**config.mk**
```make
export PLATFORM = sky130hd
export DESIGN_NAME = cmpev_top
export DESIGN_NICKNAME = d
export VERILOG_FILES = /design/src/hdl/cmpev_mask_mux.v /design/src/hdl/cmpev_top.v
export VERILOG_INCLUDE_DIRS = /design/src /design/src/common
export SDC_FILE = /design/constraint.sdc
export NUM_CORES = 1
export LEC_CHECK = 0
export BUFFER_PORTS_ARGS = -buffer_cell sky130_fd_sc_hd__buf_2
export CORE_MARGIN = 4
export CORE_UTILIZATION = 30
export CTS_BUF_LIST = sky130_fd_sc_hd__clkbuf_16
export DETAILED_ROUTE_END_ITERATION = 10
export GPL_TIMING_DRIVEN = 0
export PLACE_DENSITY = 0.45
export SYNTH_ARGS = -nofsm -noshare
export SYNTH_HDL_FRONTEND = slang
export SYNTH_SLANG_ARGS = --single-unit
export TNS_END_PERCENT = 100
```
**constraint.sdc**
```tcl
create_clock -name clk_sys -period 2.2 [get_ports clk_sys]
set_clock_uncertainty 0.15 [all_clocks]
set_input_delay 0.66 -clock clk_sys [delete_from_list [all_inputs] [get_ports clk_sys]]
set_output_delay 0.66 -clock clk_sys [all_outputs]
set_load 0.05 [all_outputs]
```
**src/common/cmpev_regs.vh**
```
`ifndef CMPEV_REGS_VH
`define CMPEV_REGS_VH
// register byte offsets (one aligned word each)
`define CMPEV_OFF_CTRL1     12'h000
`define CMPEV_OFF_CTRL2     12'h004
`define CMPEV_OFF_CTRL3     12'h008
`define CMPEV_OFF_CTRL4     12'h00c
`define CMPEV_OFF_MSK1      12'h010
`define CMPEV_OFF_MSK2      12'h014
`define CMPEV_OFF_MSK3      12'h018
`define CMPEV_OFF_MSK4      12'h01c
// control register fields
`define CMPEV_B_ENABLE      15
`define CMPEV_B_PIN_OE      14
`define CMPEV_B_POL_INV     13
`define CMPEV_B_AMP_PIN     11
`define CMPEV_B_AMP_FUNC    10
`define CMPEV_B_EVT         9
`define CMPEV_B_RESULT      8
`define CMPEV_B_EDGE_HI     7
`define CMPEV_B_EDGE_LO     6
`define CMPEV_B_REF_SEL     4
`define CMPEV_B_CH_HI       1
`define CMPEV_B_CH_LO       0
// writable bits of each control register
// the event flag is left out: software may clear it but never set it
`define CMPEV_CTRL_WMASK    16'hecd3
`define CMPEV_CTRL4_WMASK   16'he0d3
`define CMPEV_MSK_WMASK     16'h0fff
`define CMPEV_RST16         16'h0000
// event edge encodings
`define CMPEV_EDGE_OFF      2'b00
`define CMPEV_EDGE_RISE     2'b01
`define CMPEV_EDGE_FALL     2'b10
`define CMPEV_EDGE_ANY      2'b11
// negative input channel codes
`define CMPEV_CH_FIRST      2'b00
`define CMPEV_CH_SECOND     2'b01
// mask source codes
`define CMPEV_SRC_PWM_LAST  4'h5
`define CMPEV_SRC_TRIG18    4'hc
`define CMPEV_SRC_TRIG19    4'hd
`define CMPEV_SRC_FAULT_INPUT_TWO      4'he
`define CMPEV_SRC_FAULT_INPUT_FOUR      4'hf
`endif

```
**src/hdl/cmpev_mask_mux.v**
```verilog
`timescale 1ns/100ps
`include "cmpev_regs.vh"
module cmpev_mask_mux (
  input  wire [3:0] sel,
  input  wire [5:0] pwm_out,
  input  wire       trigger_generator_output_eighteen,
  input  wire       trigger_generator_output_nineteen,
  input  wire       fault_input_two,
  input  wire       fault_input_four,
  output reg        mask_out
);
  always @* begin
    mask_out = 1'b0;
    if (sel <= `CMPEV_SRC_PWM_LAST) begin
      mask_out = pwm_out[sel[2:0]];
    end else begin
      case (sel)
        `CMPEV_SRC_TRIG18: mask_out = trigger_generator_output_eighteen;
        `CMPEV_SRC_TRIG19: mask_out = trigger_generator_output_nineteen;
        `CMPEV_SRC_FAULT_INPUT_TWO:   mask_out = fault_input_two;
        `CMPEV_SRC_FAULT_INPUT_FOUR:   mask_out = fault_input_four;
        // reserved codes give a quiet low mask
        default:           mask_out = 1'b0;
      endcase
    end
  end
endmodule

```
**src/hdl/cmpev_top.v**
```verilog
// Operation
// - comparator works only while its enable bit 15 is set
// - bit 14 drives the result onto the output pin, else internal only
// - bit 13 inverts result before status, pin and event logic
// - status bit 8 reads the polarity-adjusted result
// - bit 10 selects amplifier or comparator for units one to three
// - bit 11 connects amplifier output to its pin for units one to three
// - event flag bit 9 sets on selected edge and blocks further events
// - edge code 11 fires on any output change while flag clear
// - edge code 10 fires on falling adjusted output while flag clear
// - edge code 01 fires on rising adjusted output while flag clear
// - edge code 00 fires nothing
// - bit 4 routes positive input to reference or first positive pin
// - channel field picks first or second negative pin; 10 and 11 unused
// - fourth unit has no amplifier; bits 12-10 read zero
// - mask C source at bits 11-8; bits 15-12 read zero
// - mask B source at bits 7-4, same encoding
// - mask A at bits 3-0; codes select pwm and trigger outputs
// - 1110 fault two, 1111 fault four, 0110-1011 reserved
//
// The placing of the registers and the APB register port are this design's own decisions.
`timescale 1ns/100ps
`include "cmpev_regs.vh"
module cmpev_top (
  input  wire        clk_sys,
  input  wire        rst_n,
  input  wire        psel,
  input  wire        penable,
  input  wire        pwrite,
  input  wire [11:0] paddr,
  input  wire [31:0] pwdata,
  output reg  [31:0] prdata,
  output reg         pready,
  output reg         pslverr,
  input  wire [3:0]  compare_raw,
  input  wire [5:0]  pwm_out,
  input  wire        trigger_generator_output_eighteen,
  input  wire        trigger_generator_output_nineteen,
  input  wire        fault_input_two,
  input  wire        fault_input_four,
  output reg  [3:0]  comparator_output_pin,
  output reg  [3:0]  compare_event,
  output reg  [3:0]  comparator_enable,
  output reg  [3:0]  positive_input_reference_select,
  output reg  [3:0]  negative_input_second_select,
  output reg  [2:0]  amplifier_function_select,
  output reg  [2:0]  amplifier_pin_connect,
  output reg  [3:0]  mask_a,
  output reg  [3:0]  mask_b,
  output reg  [3:0]  mask_c
);
  reg  [15:0] ctrl [0:3];
  reg  [15:0] msk  [0:3];
  reg  [3:0]  raw_meta;
  reg  [3:0]  raw_sync;
  reg  [3:0]  adj_prev;
  wire [3:0]  adj;
  wire [3:0]  fire;
  wire [3:0]  ma;
  wire [3:0]  mb;
  wire [3:0]  mc;
  wire        wr_en;
  wire        rd_en;
  wire        hit_ctrl;
  wire        hit_msk;
  wire [1:0]  idx;
  reg  [15:0] rd_word;

  assign wr_en    = psel & penable & pwrite & ~pready;
  assign rd_en    = psel & penable & ~pwrite & ~pready;
  assign idx      = paddr[3:2];
  assign hit_ctrl = (paddr[11:4] == `CMPEV_OFF_CTRL1 >> 4) && (paddr[1:0] == 2'b00);
  assign hit_msk  = (paddr[11:4] == `CMPEV_OFF_MSK1 >> 4) && (paddr[1:0] == 2'b00);

  // two-flop sync of the analog comparator results
  always @(posedge clk_sys or negedge rst_n) begin
    if (!rst_n) begin
      raw_meta <= 4'h0;
      raw_sync <= 4'h0;
    end else begin
      raw_meta <= compare_raw;
      raw_sync <= raw_meta;
    end
  end

  genvar g;
  generate
    for (g = 0; g < 4; g = g + 1) begin : unit
      wire en  = ctrl[g][`CMPEV_B_ENABLE];
      wire inv = ctrl[g][`CMPEV_B_POL_INV];
      wire [1:0] edge_sel = ctrl[g][`CMPEV_B_EDGE_HI:`CMPEV_B_EDGE_LO];
      // a disabled unit reads as low; events are gated by enable so disable makes none
      assign adj[g] = en & (raw_sync[g] ^ inv);
      reg f;
      always @* begin
        case (edge_sel)
          `CMPEV_EDGE_ANY:  f = adj[g] ^ adj_prev[g];
          `CMPEV_EDGE_FALL: f = ~adj[g] & adj_prev[g];
          `CMPEV_EDGE_RISE: f = adj[g] & ~adj_prev[g];
          default:          f = 1'b0;
        endcase
      end
      assign fire[g] = f & en & ~ctrl[g][`CMPEV_B_EVT];
      cmpev_mask_mux u_mux_a (
        .sel                               (msk[g][3:0]),
        .pwm_out                           (pwm_out),
        .trigger_generator_output_eighteen (trigger_generator_output_eighteen),
        .trigger_generator_output_nineteen (trigger_generator_output_nineteen),
        .fault_input_two                   (fault_input_two),
        .fault_input_four                  (fault_input_four),
        .mask_out                          (ma[g])
      );
      cmpev_mask_mux u_mux_b (
        .sel                               (msk[g][7:4]),
        .pwm_out                           (pwm_out),
        .trigger_generator_output_eighteen (trigger_generator_output_eighteen),
        .trigger_generator_output_nineteen (trigger_generator_output_nineteen),
        .fault_input_two                   (fault_input_two),
        .fault_input_four                  (fault_input_four),
        .mask_out                          (mb[g])
      );
      cmpev_mask_mux u_mux_c (
        .sel                               (msk[g][11:8]),
        .pwm_out                           (pwm_out),
        .trigger_generator_output_eighteen (trigger_generator_output_eighteen),
        .trigger_generator_output_nineteen (trigger_generator_output_nineteen),
        .fault_input_two                   (fault_input_two),
        .fault_input_four                  (fault_input_four),
        .mask_out                          (mc[g])
      );
      always @(posedge clk_sys or negedge rst_n) begin
        if (!rst_n) begin
          ctrl[g] <= `CMPEV_RST16;
          msk[g]  <= `CMPEV_RST16;
        end else begin
          if (wr_en && hit_ctrl && idx == g) begin
            // software may only clear the flag; a same-cycle event still sets it
            ctrl[g] <= (pwdata[15:0] & ((g == 3) ? `CMPEV_CTRL4_WMASK
                                                   : `CMPEV_CTRL_WMASK))
                       | ({15'h0, fire[g] | (ctrl[g][`CMPEV_B_EVT]
                          & pwdata[`CMPEV_B_EVT])} << `CMPEV_B_EVT);
          end else if (fire[g]) begin
            ctrl[g][`CMPEV_B_EVT] <= 1'b1;
          end
          if (wr_en && hit_msk && idx == g)
            msk[g] <= pwdata[15:0] & `CMPEV_MSK_WMASK;
        end
      end
    end
  endgenerate

  always @* begin
    rd_word = 16'h0000;
    if (hit_ctrl) begin
      rd_word = ctrl[idx];
      rd_word[`CMPEV_B_RESULT] = adj[idx];
    end else if (hit_msk) begin
      rd_word = msk[idx];
    end
  end

  integer i;
  always @(posedge clk_sys or negedge rst_n) begin
    if (!rst_n) begin
      prdata                          <= 32'h0000_0000;
      pready                          <= 1'b0;
      pslverr                         <= 1'b0;
      adj_prev                        <= 4'h0;
      comparator_output_pin           <= 4'h0;
      compare_event                   <= 4'h0;
      comparator_enable               <= 4'h0;
      positive_input_reference_select <= 4'h0;
      negative_input_second_select    <= 4'h0;
      amplifier_function_select       <= 3'h0;
      amplifier_pin_connect           <= 3'h0;
      mask_a                          <= 4'h0;
      mask_b                          <= 4'h0;
      mask_c                          <= 4'h0;
    end else begin
      // one wait state: access phase is answered on its second edge
      pready  <= psel & penable & ~pready;
      pslverr <= psel & penable & ~pready & ~(hit_ctrl | hit_msk);
      if (rd_en)
        prdata <= {16'h0000, rd_word};
      adj_prev      <= adj;
      compare_event <= fire;
      mask_a        <= ma;
      mask_b        <= mb;
      mask_c        <= mc;
      for (i = 0; i < 4; i = i + 1) begin
        comparator_enable[i]     <= ctrl[i][`CMPEV_B_ENABLE];
        comparator_output_pin[i] <= adj[i] & ctrl[i][`CMPEV_B_PIN_OE];
        positive_input_reference_select[i] <= ctrl[i][`CMPEV_B_REF_SEL];
        // codes 10 and 11 fall back to the first pin
        negative_input_second_select[i] <=
          (ctrl[i][`CMPEV_B_CH_HI:`CMPEV_B_CH_LO] == `CMPEV_CH_SECOND);
      end
      for (i = 0; i < 3; i = i + 1) begin
        amplifier_function_select[i] <= ctrl[i][`CMPEV_B_AMP_FUNC];
        amplifier_pin_connect[i]     <= ctrl[i][`CMPEV_B_AMP_PIN];
      end
    end
  end
endmodule

```
After elaboration in Yosys (flattened, before gate mapping)
Cells that the tools add are included.
{"block": "op_classes", "n_eq_ne": 68, "n_mux": 70, "magnitude_cmp": 26, "n_reduce_logical": 19, "bitwise": 68}
{"cell": "$eq A4 B4 Y1 const B", "count": 48}
{"cell": "$mux W16", "count": 6}
{"cell": "$bmux W16 S2", "count": 2}
{"cell": "$or A16 B10 Y16", "count": 4}
{"cell": "$le A4 B3 Y1 const B", "count": 12}
{"cell": "$lt A3 B4 Y1 const B", "count": 12}
{"cell": "$pmux W1 S4", "count": 12}
{"cell": "$bmux W1 S3", "count": 12}
{"cell": "$and A1 B1 Y1", "count": 35}
{"cell": "$mux W1", "count": 33}
{"cell": "$eq A2 B2 Y1 const B", "count": 10}
{"cell": "$eq A2 B1 Y1 const B", "count": 9}
{"cell": "$not A1 Y1", "count": 15}
{"cell": "$logic_and A1 B1 Y1", "count": 12}
{"cell": "$pmux W1 S3", "count": 4}
{"cell": "$eq A8 B1 Y1 const B", "count": 1}
{"cell": "$logic_not A8 Y1", "count": 1}
{"cell": "$reduce_bool A2 Y1", "count": 4}
{"cell": "$xor A1 B1 Y1", "count": 8}
{"cell": "$or A1 B1 Y1", "count": 5}
{"cell": "$logic_not A2 Y1", "count": 2}
{"cell": "$ge A3 B3 Y1 const B", "count": 1}
{"cell": "$lt A2 B3 Y1 const B", "count": 1}
{"cell": "$not A2 Y3", "count": 1}
{"cell": "$bmux W1 S2", "count": 1}
{"block": "word_totals", "register_bits": 180, "out_inout_bits": 72}

Depth between registers and ports, before layout
Gate-level depths: netlist of run 1.
{"block": "logic_depth", "depth_word": 10, "mapped_depth": 8, "mapped_depth_nobuf": 8}

Cells and area by module
From an unflattened synthesis of run 1, not the netlist that was laid out.
{"block": "hier_totals", "cells_unflattened": 593, "area_unflattened_um2": 7892.6}
{"mod": "cmpev_top", "seq_area_each_um2": 3928.8, "cells_per_inst": 425, "n_inst": 1, "area_per_inst_um2": 6496.2}
{"mod": "cmpev_mask_mux", "seq_area_each_um2": 0.0, "cells_per_inst": 14, "n_inst": 12, "area_per_inst_um2": 116.4}

Worst setup path before layout of run 1
OpenSTA, ideal clock, no wires.
{"block": "synth_timing", "path_type": "in2reg", "start": "in paddr[9]", "end": "reg msk[10] in the netlist's numbering", "path_stages": 6, "required_time_ns": 1.925, "setup_ns": 0.125, "path_buffers": 2, "t_arrival_ns": 2.579, "setup_slack_ns": -0.653, "cell_sequence": "or4_4 > or3_4 > buf_6 > nor3_1 > buf_4 > mux2_2"}
{"block": "synth_between", "elab_chain_len": 4}
{"item": "start, declared", "line_no": "cmpev_top.v:30", "source": "input wire [11:0] paddr,"}
{"item": "$eq A8 B1 Y1", "line_no": "cmpev_top.v:73", "source": "assign hit_msk = (paddr[11:4] == `CMPEV_OFF_MSK1 >> 4) && (paddr[1:0] == 2'b00);"}
{"item": "$logic_and A1 B1 Y1", "line_no": "cmpev_top.v:73"}
{"item": "$logic_and A1 B1 Y1 (2 in series)", "line_no": "cmpev_top.v:145", "source": "if (wr_en && hit_msk && idx == g)"}
{"item": "end signal, assigned by index", "line_no": "cmpev_top.v:134", "source": "msk[g] <= `CMPEV_RST16;"}
{"item": "end signal, assigned by index", "line_no": "cmpev_top.v:146", "source": "msk[g] <= pwdata[15:0] & `CMPEV_MSK_WMASK;"}
{"item": "end, declared", "line_no": "cmpev_top.v:53", "source": "reg [15:0] msk [0:3];"}
No other way between the ends.
A chain may end at the register's enable or synchronous reset.

Final worst setup path of run 1
{"block": "layout_timing", "start": "in paddr[9]", "end": "reg msk[6] in the netlist's numbering"}
The elaborated chain is that of the path after synthesis.

==> results of run 1 <==
## cell type report
cell class	instances	area, µm²
Tap cell	324	405
Sequential cell	157	3930
Timing Repair Buffer	124	822
Clock buffer	17	425
Inverter	10	37.5
Clock inverter	15	161
Multi-Input combinational cell	323	3660
Fill cell	2347	14600
Buffer	43	322
## worst min path at each step
stage | endpoint | start | cells past startpoint
floorplan | raw_sync[0] | raw_meta[0] | 0
global placement | raw_sync[0] | raw_meta[0] | 0
detailed placement | raw_sync[3] | raw_meta[3] | 0
CTS | comparator_enable[1] | rst_n | 1
global route | comparator_enable[3] | rst_n | 1
finish | comparator_enable[1] | rst_n | 1
## through the flow
step                total power [W]  std cells
floorplan                   0.00325        533
global placement            0.00345        957
detailed placement          0.00346        958
CTS                         0.00645       1008
global route                0.00661       1013
finish                      0.00638       1013
## metal layers
layer,track usage (%),vias up,wire [µm]
met2,25.8,149,10600
met3,3.62,24,1080
met4,4.66,0,359
met5,0,-,0
met1,21.8,2630,10100
li1,-,2217,-
## kinds of logic after synthesis
| kind of cell | share of synthesized area (%) |
|---|---|
| mux | 30.6 |
| flops | 52.6 |
| simple gates | 7.43 |
| buf+inv | 3.83 |
| compound gates | 3.75 |
| fa+ha+maj | 1.34 |
| xor+xnor | 0.469 |
| other cells | 0.0502 |
## what timing repair did
item                                    4_1_cts  5_1_grt
endpoints found under the setup margin      102       99
resized for setup                           102       21
setup buffers                                14        4
pin swaps                                    11        6
gates cloned                                  4        1
## cell usage in the layout, fill, tap and decap left out, types with 3 or more instances in the layout
cell / netlist / routed
buf_4: 21 / 22
inv_1: 10 / 10
clkbuf_1: 17 / 13
nand2_1: 11 / 11
inv_6: 0 / 3
clkbuf_16: 0 / 18
nand2b_1: 9 / 9
nand3_1: 14 / 14
conb_1: 1 / 17
and3_1: 10 / 10
a21oi_1: 6 / 6
buf_2: 1 / 100
buf_6: 1 / 19
a22o_1: 3 / 3
ha_1: 8 / 8
mux4_2: 46 / 46
nor2b_1: 7 / 7
a32o_1: 3 / 3
xor2_1: 4 / 4
clkinvlp_4: 0 / 3
buf_8: 0 / 6
o211ai_1: 3 / 3
mux2_4: 0 / 74
o21ai_0: 19 / 18
nor2_1: 18 / 18
mux2i_1: 28 / 28
nor3_4: 2 / 6
mux2_2: 86 / 12
dfrtp_1: 157 / 157
a221o_1: 6 / 6
## report_power, final
part / internal [W] / total [W] / switching (W)
clock network: 0.00169 / 0.00296 / 0.00127
registers: 0.00291 / 0.00292 / 0.00000892
logic: 0.000152 / 0.000499 / 0.000347
==> reports/summary.json, run 1 <==
{
  "floorplan": {
    "die_height_um": 166,
    "boundaryPins": 135,
    "floorplan.die_area_mm2": 0.0275,
    "floorplan.rows": 57,
    "die_width_um": 166,
    "coreArea_mm2": 0.0244,
    "initial_core_util_pct": 30.6
  },
  "synthesis": {
    "synth_top_cells_by_count": "157 x dfrtp_1, 86 x mux2_2, 46 x mux4_2, 28 x mux2i_1, 21 x buf_4",
    "ys_ff_latch": 157,
    "post-synth-top-count-cell": "dfrtp_1",
    "synth.yosys.warnings": 0,
    "syn-instance-count": 517,
    "synthFlopType": "dfrtp_1",
    "synth-edff-count": 0,
    "synth.yosys.seq_area_share_pct": 52.6,
    "post-synth-top-area-fraction_pct": 52.6,
    "synth_area_leaders": "dfrtp_1 53%, mux4_2 14%, mux2_2 13%, mux2i_1 3.7%, buf_4 2.1%",
    "synth_cell_type_count": 42,
    "syn-mean-instance-area_um2": 14.5,
    "synth_top_area_cell": "dfrtp_1",
    "netlist_area_mm2": 0.00747,
    "synth_async_sr_flop_share_pct": 100
  },
  "placement": {
    "dp.final_hpwl_um": 15200,
    "dpl-instance-area_mm2": 0.00853,
    "place_ws_ps": -1240,
    "buffer_ports.inserted": 100,
    "finalWeightedCongestion": 0.811
  },
  "setup_path": {
    "r2r_start": "pready",
    "crit_path_max_fanout": 8,
    "critPathLaunch": "paddr[9]",
    "critical_path_class": "primary input to flip-flop",
    "arrival_ps": 2680,
    "max_stage_delay_ps": 540,
    "cell_with_the_most_instances_on_the_worst_path": "buf_6",
    "critical_path.endpoint": "msk[6]",
    "ff2ff_setup_slack_ps": -40,
    "critical_path.slowest_cell": "or4_4",
    "critPathLaunchType": "primary input",
    "r2r_cells": 6,
    "critical_path_required_ps": 2360,
    "worstPathBufferInverterCount": 3,
    "timing.critical_path.cells": "buf_6, or4_4, or3_4, buf_12, nor3_4, buf_6, mux2_2",
    "r2r_end": "msk[58]",
    "critical-path-top-delay-family": "simple AND/OR/NAND/NOR gates",
    "crit_path_depth": 7,
    "endpoint_kind": "flip-flop"
  },
  "detailed_routing": {
    "drtPass1Iterations": 4,
    "route.detailed.drc": 0,
    "postRouteAntennaNets": 0,
    "totalWireLength_um": 22200,
    "via_count": 5020,
    "wl_per_cell_um": 21.9,
    "via_per_inst": 4.96,
    "detail_route.iter0.violations": 297
  },
  "global_route": {
    "first_pass_grt_wire_length_um": 33900,
    "grt.overflow.total": 0,
    "first_global_vias": 5489,
    "antenna_found_initial": 0,
    "grt_start_max_net_pins": 98,
    "grt_use_total_pct": 16.0
  },
  "clocking": {
    "cts-root-buf": "clkbuf_16",
    "cts_htree_levels": 4,
    "numClockSinks": 157,
    "cts_hold_buf": 0,
    "tritoncts.num_buffers": 17,
    "cts-root-to-sink-buffers": 2,
    "tritoncts_clock_tree": "yes",
    "clock_latency_ps": 430,
    "clk_pin_slew_worst_paths_ps": 70
  },
  "timing": {
    "hold_violations": 0,
    "hold-worst-slack_ps": 45.4,
    "grt_setup_unrepaired": "yes",
    "report.final.setup_viol": 98,
    "period_needed_ps": 2510,
    "slew_headroom_pct": 55.3,
    "timing.setup.tns_ps": -19470,
    "post-route-worst-setup-slack_ps": -312,
    "worstMarginPinSlew_ps": 670,
    "min_period_over_period_pct": 114,
    "pins_over_slew_limit": 0,
    "fmax_mhz": 398
  },
  "layout": {
    "synthToLayoutAreaGrowth_pct": 30.6,
    "num_antenna_cells": 0,
    "final_core_util_pct": 40.0,
    "finalNetCount": 747,
    "regs_by_ff_count": "msk x48, ctrl x42, prdata x15",
    "largest_reg_flops": 48,
    "finish.instance_area_mm2": 0.00976,
    "post_route_cells_drive_above_1_share_pct": 47.8,
    "largest_register_by_flop_count": "msk"
  },
  "status": {
    "status": "complete, but fails checks",
    "violations": "negative setup slack"
  },
  "job": {
    "drv.max_cap_violation_count": 0
  },
  "pwr": {
    "power_dens_cells_mw_per_mm2": 654,
    "total_leakage_power_nw": 4.58,
    "worst_ir_drop_vdd_mv": 0.325
  },
  "min_path": {
    "hold_removal_path_class": "primary input to asynchronous set/reset pin"
  }
}
No activity file was read; power rests on OpenSTA's default activity.
==> inputs of run 2 (changes only) <==
==> constraint.sdc (replaced) <==
create_clock -name clk_sys -period 2.2 [get_ports clk_sys]
set_clock_uncertainty 0.15 [all_clocks]
set_input_delay 0.44 -clock clk_sys [delete_from_list [all_inputs] [get_ports clk_sys]]
set_output_delay 0.44 -clock clk_sys [all_outputs]
set_load 0.05 [all_outputs]
==> run 2 against run 1 <==
Against the previous run: the run still ends with negative setup slack left; count of clock-buffer cells in the layout did not move; critical path depth is the same; clock power decreased by 2%; hold slack improved by 99 ps; via count is essentially flat; first-iteration DRC count up 10%; design area grew 0.46%; global-route usage grew 0.18 points.
==> reports/summary.json, run 2 (synthesis results as in run 1) <==
{
  "detailed_routing": {
    "wl_met3_um": 1190,
    "wl_per_cell_um": 21.9,
    "via_count": 5015,
    "drtPass1Iterations": 4,
    "top_layer": "met4",
    "met2WireLength_um": 10600,
    "detail_route.wirelength.met1_um": 10200,
    "detail_route.iter0.violations": 327,
    "route.detailed.drc": 0,
    "postRouteAntennaNets": 0,
    "via_per_inst": 4.95,
    "totalWireLength_um": 22200
  },
  "setup_path": {
    "worstPathBufferInverterCount": 3,
    "cell_with_the_most_instances_on_the_worst_path": "buf_6",
    "critical-path-top-delay-family": "simple AND/OR/NAND/NOR gates",
    "crit_path_max_fanout": 8,
    "critPathLaunchType": "primary input",
    "r2r_end": "ctrl[27]",
    "max_stage_delay_ps": 580,
    "critical_path_required_ps": 2360,
    "r2r_cells": 5,
    "timing.critical_path.cells": "buf_6, or4_4, or3_4, buf_12, nor3_4, buf_6, mux2_4",
    "critical_path.slowest_cell": "or4_4",
    "crit_path_depth": 7,
    "ff2ff_setup_slack_ps": 50,
    "arrival_ps": 2500,
    "r2r_start": "pready",
    "endpoint_kind": "flip-flop",
    "critical_path_class": "primary input to flip-flop"
  },
  "timing": {
    "hold_violations": 0,
    "report.final.setup_viol": 80,
    "worstMarginPinSlew_ps": 871,
    "fmax_mhz": 426,
    "post-route-worst-setup-slack_ps": -145,
    "slew_headroom_pct": 42.0,
    "grt_setup_unrepaired": "yes",
    "period_needed_ps": 2350,
    "min_period_over_period_pct": 107,
    "timing.setup.tns_ps": -5440,
    "pins_over_slew_limit": 0
  },
  "layout": {
    "finalNetCount": 748,
    "final_common_cell": "dfrtp_1",
    "regs_by_ff_count": "msk x48, ctrl x42, prdata x15",
    "instances_no_fill": 1013,
    "n_fill_cell": 2322,
    "synthToLayoutAreaGrowth_pct": 31.2,
    "most-common-layout-cells": "157 x dfrtp_1, 97 x buf_2, 77 x mux2_4",
    "largest_reg_flops": 48,
    "num_antenna_cells": 0,
    "multiInputGateArea_mm2": 0.00368,
    "final_core_util_pct": 40.2,
    "seqCellArea_mm2": 0.00393,
    "largest_register_by_flop_count": "msk",
    "post_route_cells_drive_above_1_share_pct": 47.2,
    "finish.instance_area_mm2": 0.00980
  },
  "clocking": {
    "cts_htree_levels": 4,
    "clk_pin_slew_worst_paths_ps": 70,
    "numClockSinks": 157,
    "cts-root-to-sink-buffers": 2,
    "clock_latency_ps": 430,
    "tritoncts.num_buffers": 17,
    "cts-root-buf": "clkbuf_16",
    "tritoncts_clock_tree": "yes"
  },
  "global_route": {
    "grt.overflow.total": 0,
    "first_global_vias": 5441,
    "first_pass_grt_wire_length_um": 34300,
    "grt_use_total_pct": 16.2,
    "grt_start_max_net_pins": 84,
    "antenna_found_initial": 0
  },
  "floorplan": {
    "coreArea_mm2": 0.0244,
    "initial_core_util_pct": 30.6,
    "die_height_um": 166,
    "floorplan.rows": 57,
    "floorplan.die_area_mm2": 0.0275,
    "boundaryPins": 135,
    "die_width_um": 166
  },
  "min_path": {
    "hold_path_cell_cnt": 2,
    "hold_removal_path_class": "primary input to flip-flop",
    "min_from": "pwdata[15]",
    "min_delay_worst_endpoint": "ctrl[31]"
  },
  "job": {
    "drv.max_cap_violation_count": 0
  },
  "placement": {
    "dpl-instance-area_mm2": 0.00853,
    "buffer_ports.inserted": 100,
    "dp.final_hpwl_um": 15000,
    "numPlacedInstances": 958,
    "finalWeightedCongestion": 0.804
  },
  "pwr": {
    "worst_ir_drop_vdd_mv": 0.388,
    "total_leakage_power_nw": 4.60,
    "power_dens_cells_mw_per_mm2": 645
  },
  "status": {
    "status": "complete, but fails checks",
    "violations": "negative setup slack"
  }
}
-- run 2: changes by cell type in the layout (fill, tap and decap cells not counted), sizes merged --
cell	delta
buf	-7
clkbuf	+2
clkdlybuf4s15	+1
dlygate4sd3	+5
inv	-1
-- run 2: report_power, final --
group / internal, W / leakage, nW / switching (W)
registers: 0.00291 / 2.14 / 0.00000810
clock network: 0.00167 / 0.273 / 0.00123
logic: 0.000159 / 2.19 / 0.000347
total: 0.00473 / 4.60 / 0.00159
-- run 2: routing by layer --
metal | global-route usage (%) | vias up
li1 | - | 2218
met1 | 22.6 | 2634
met2 | 25.7 | 143
met3 | 3.78 | 20
met4 | 4.12 | 0
met5 | 0 | -
-- run 2: worst max path at each step --
stage                   start   endpoint  slack, ps
floorplan            paddr[9]   ctrl[48]       -350
global route         paddr[9]     msk[9]       -150
CTS                 paddr[10]     msk[9]       -120
detailed placement   paddr[3]  prdata[8]      -1010
global placement        rst_n    msk[19]      -1820
finish               paddr[9]     msk[6]       -150
-- run 2: final cells by class --
type	instances	area share, %
clock inverter	14	1.49
multi-input combinational	323	37.5
inverter	10	0.383
timing repair buffer	125	8.82
buffer	43	3.22
tap	324	4.13
clock buffer	17	4.34
sequential	157	40.1
-- run 2: worst reg2reg max path, delay by kind of cell, from the launching register on --
kind | cells | cell delay [ps]
buf+inv | 1 | 230
flops | 1 | 390
mux | 1 | 300
simple gates | 3 | 950
-- run 2: repair_timing --
item | in CTS | in global routing
endpoints found under the setup margin | 94 | 94
hold buffers | 5 | 0
resized for setup | 98 | 20
setup buffers | 11 | 2
pin swaps | 10 | 7
gates cloned | 4 | 2
hold endpoints to repair | 78 | 0
-- run 2: through the flow --
step	power [W]	setup slack, ps	hold slack, ps
after floorplan	0.00324	-351	-5.59
after global placement	0.00345	-1820	186
after detailed placement	0.00346	-1010	186
after CTS	0.00640	-117	129
after global routing	0.00656	-148	135
final	0.00632	-145	144
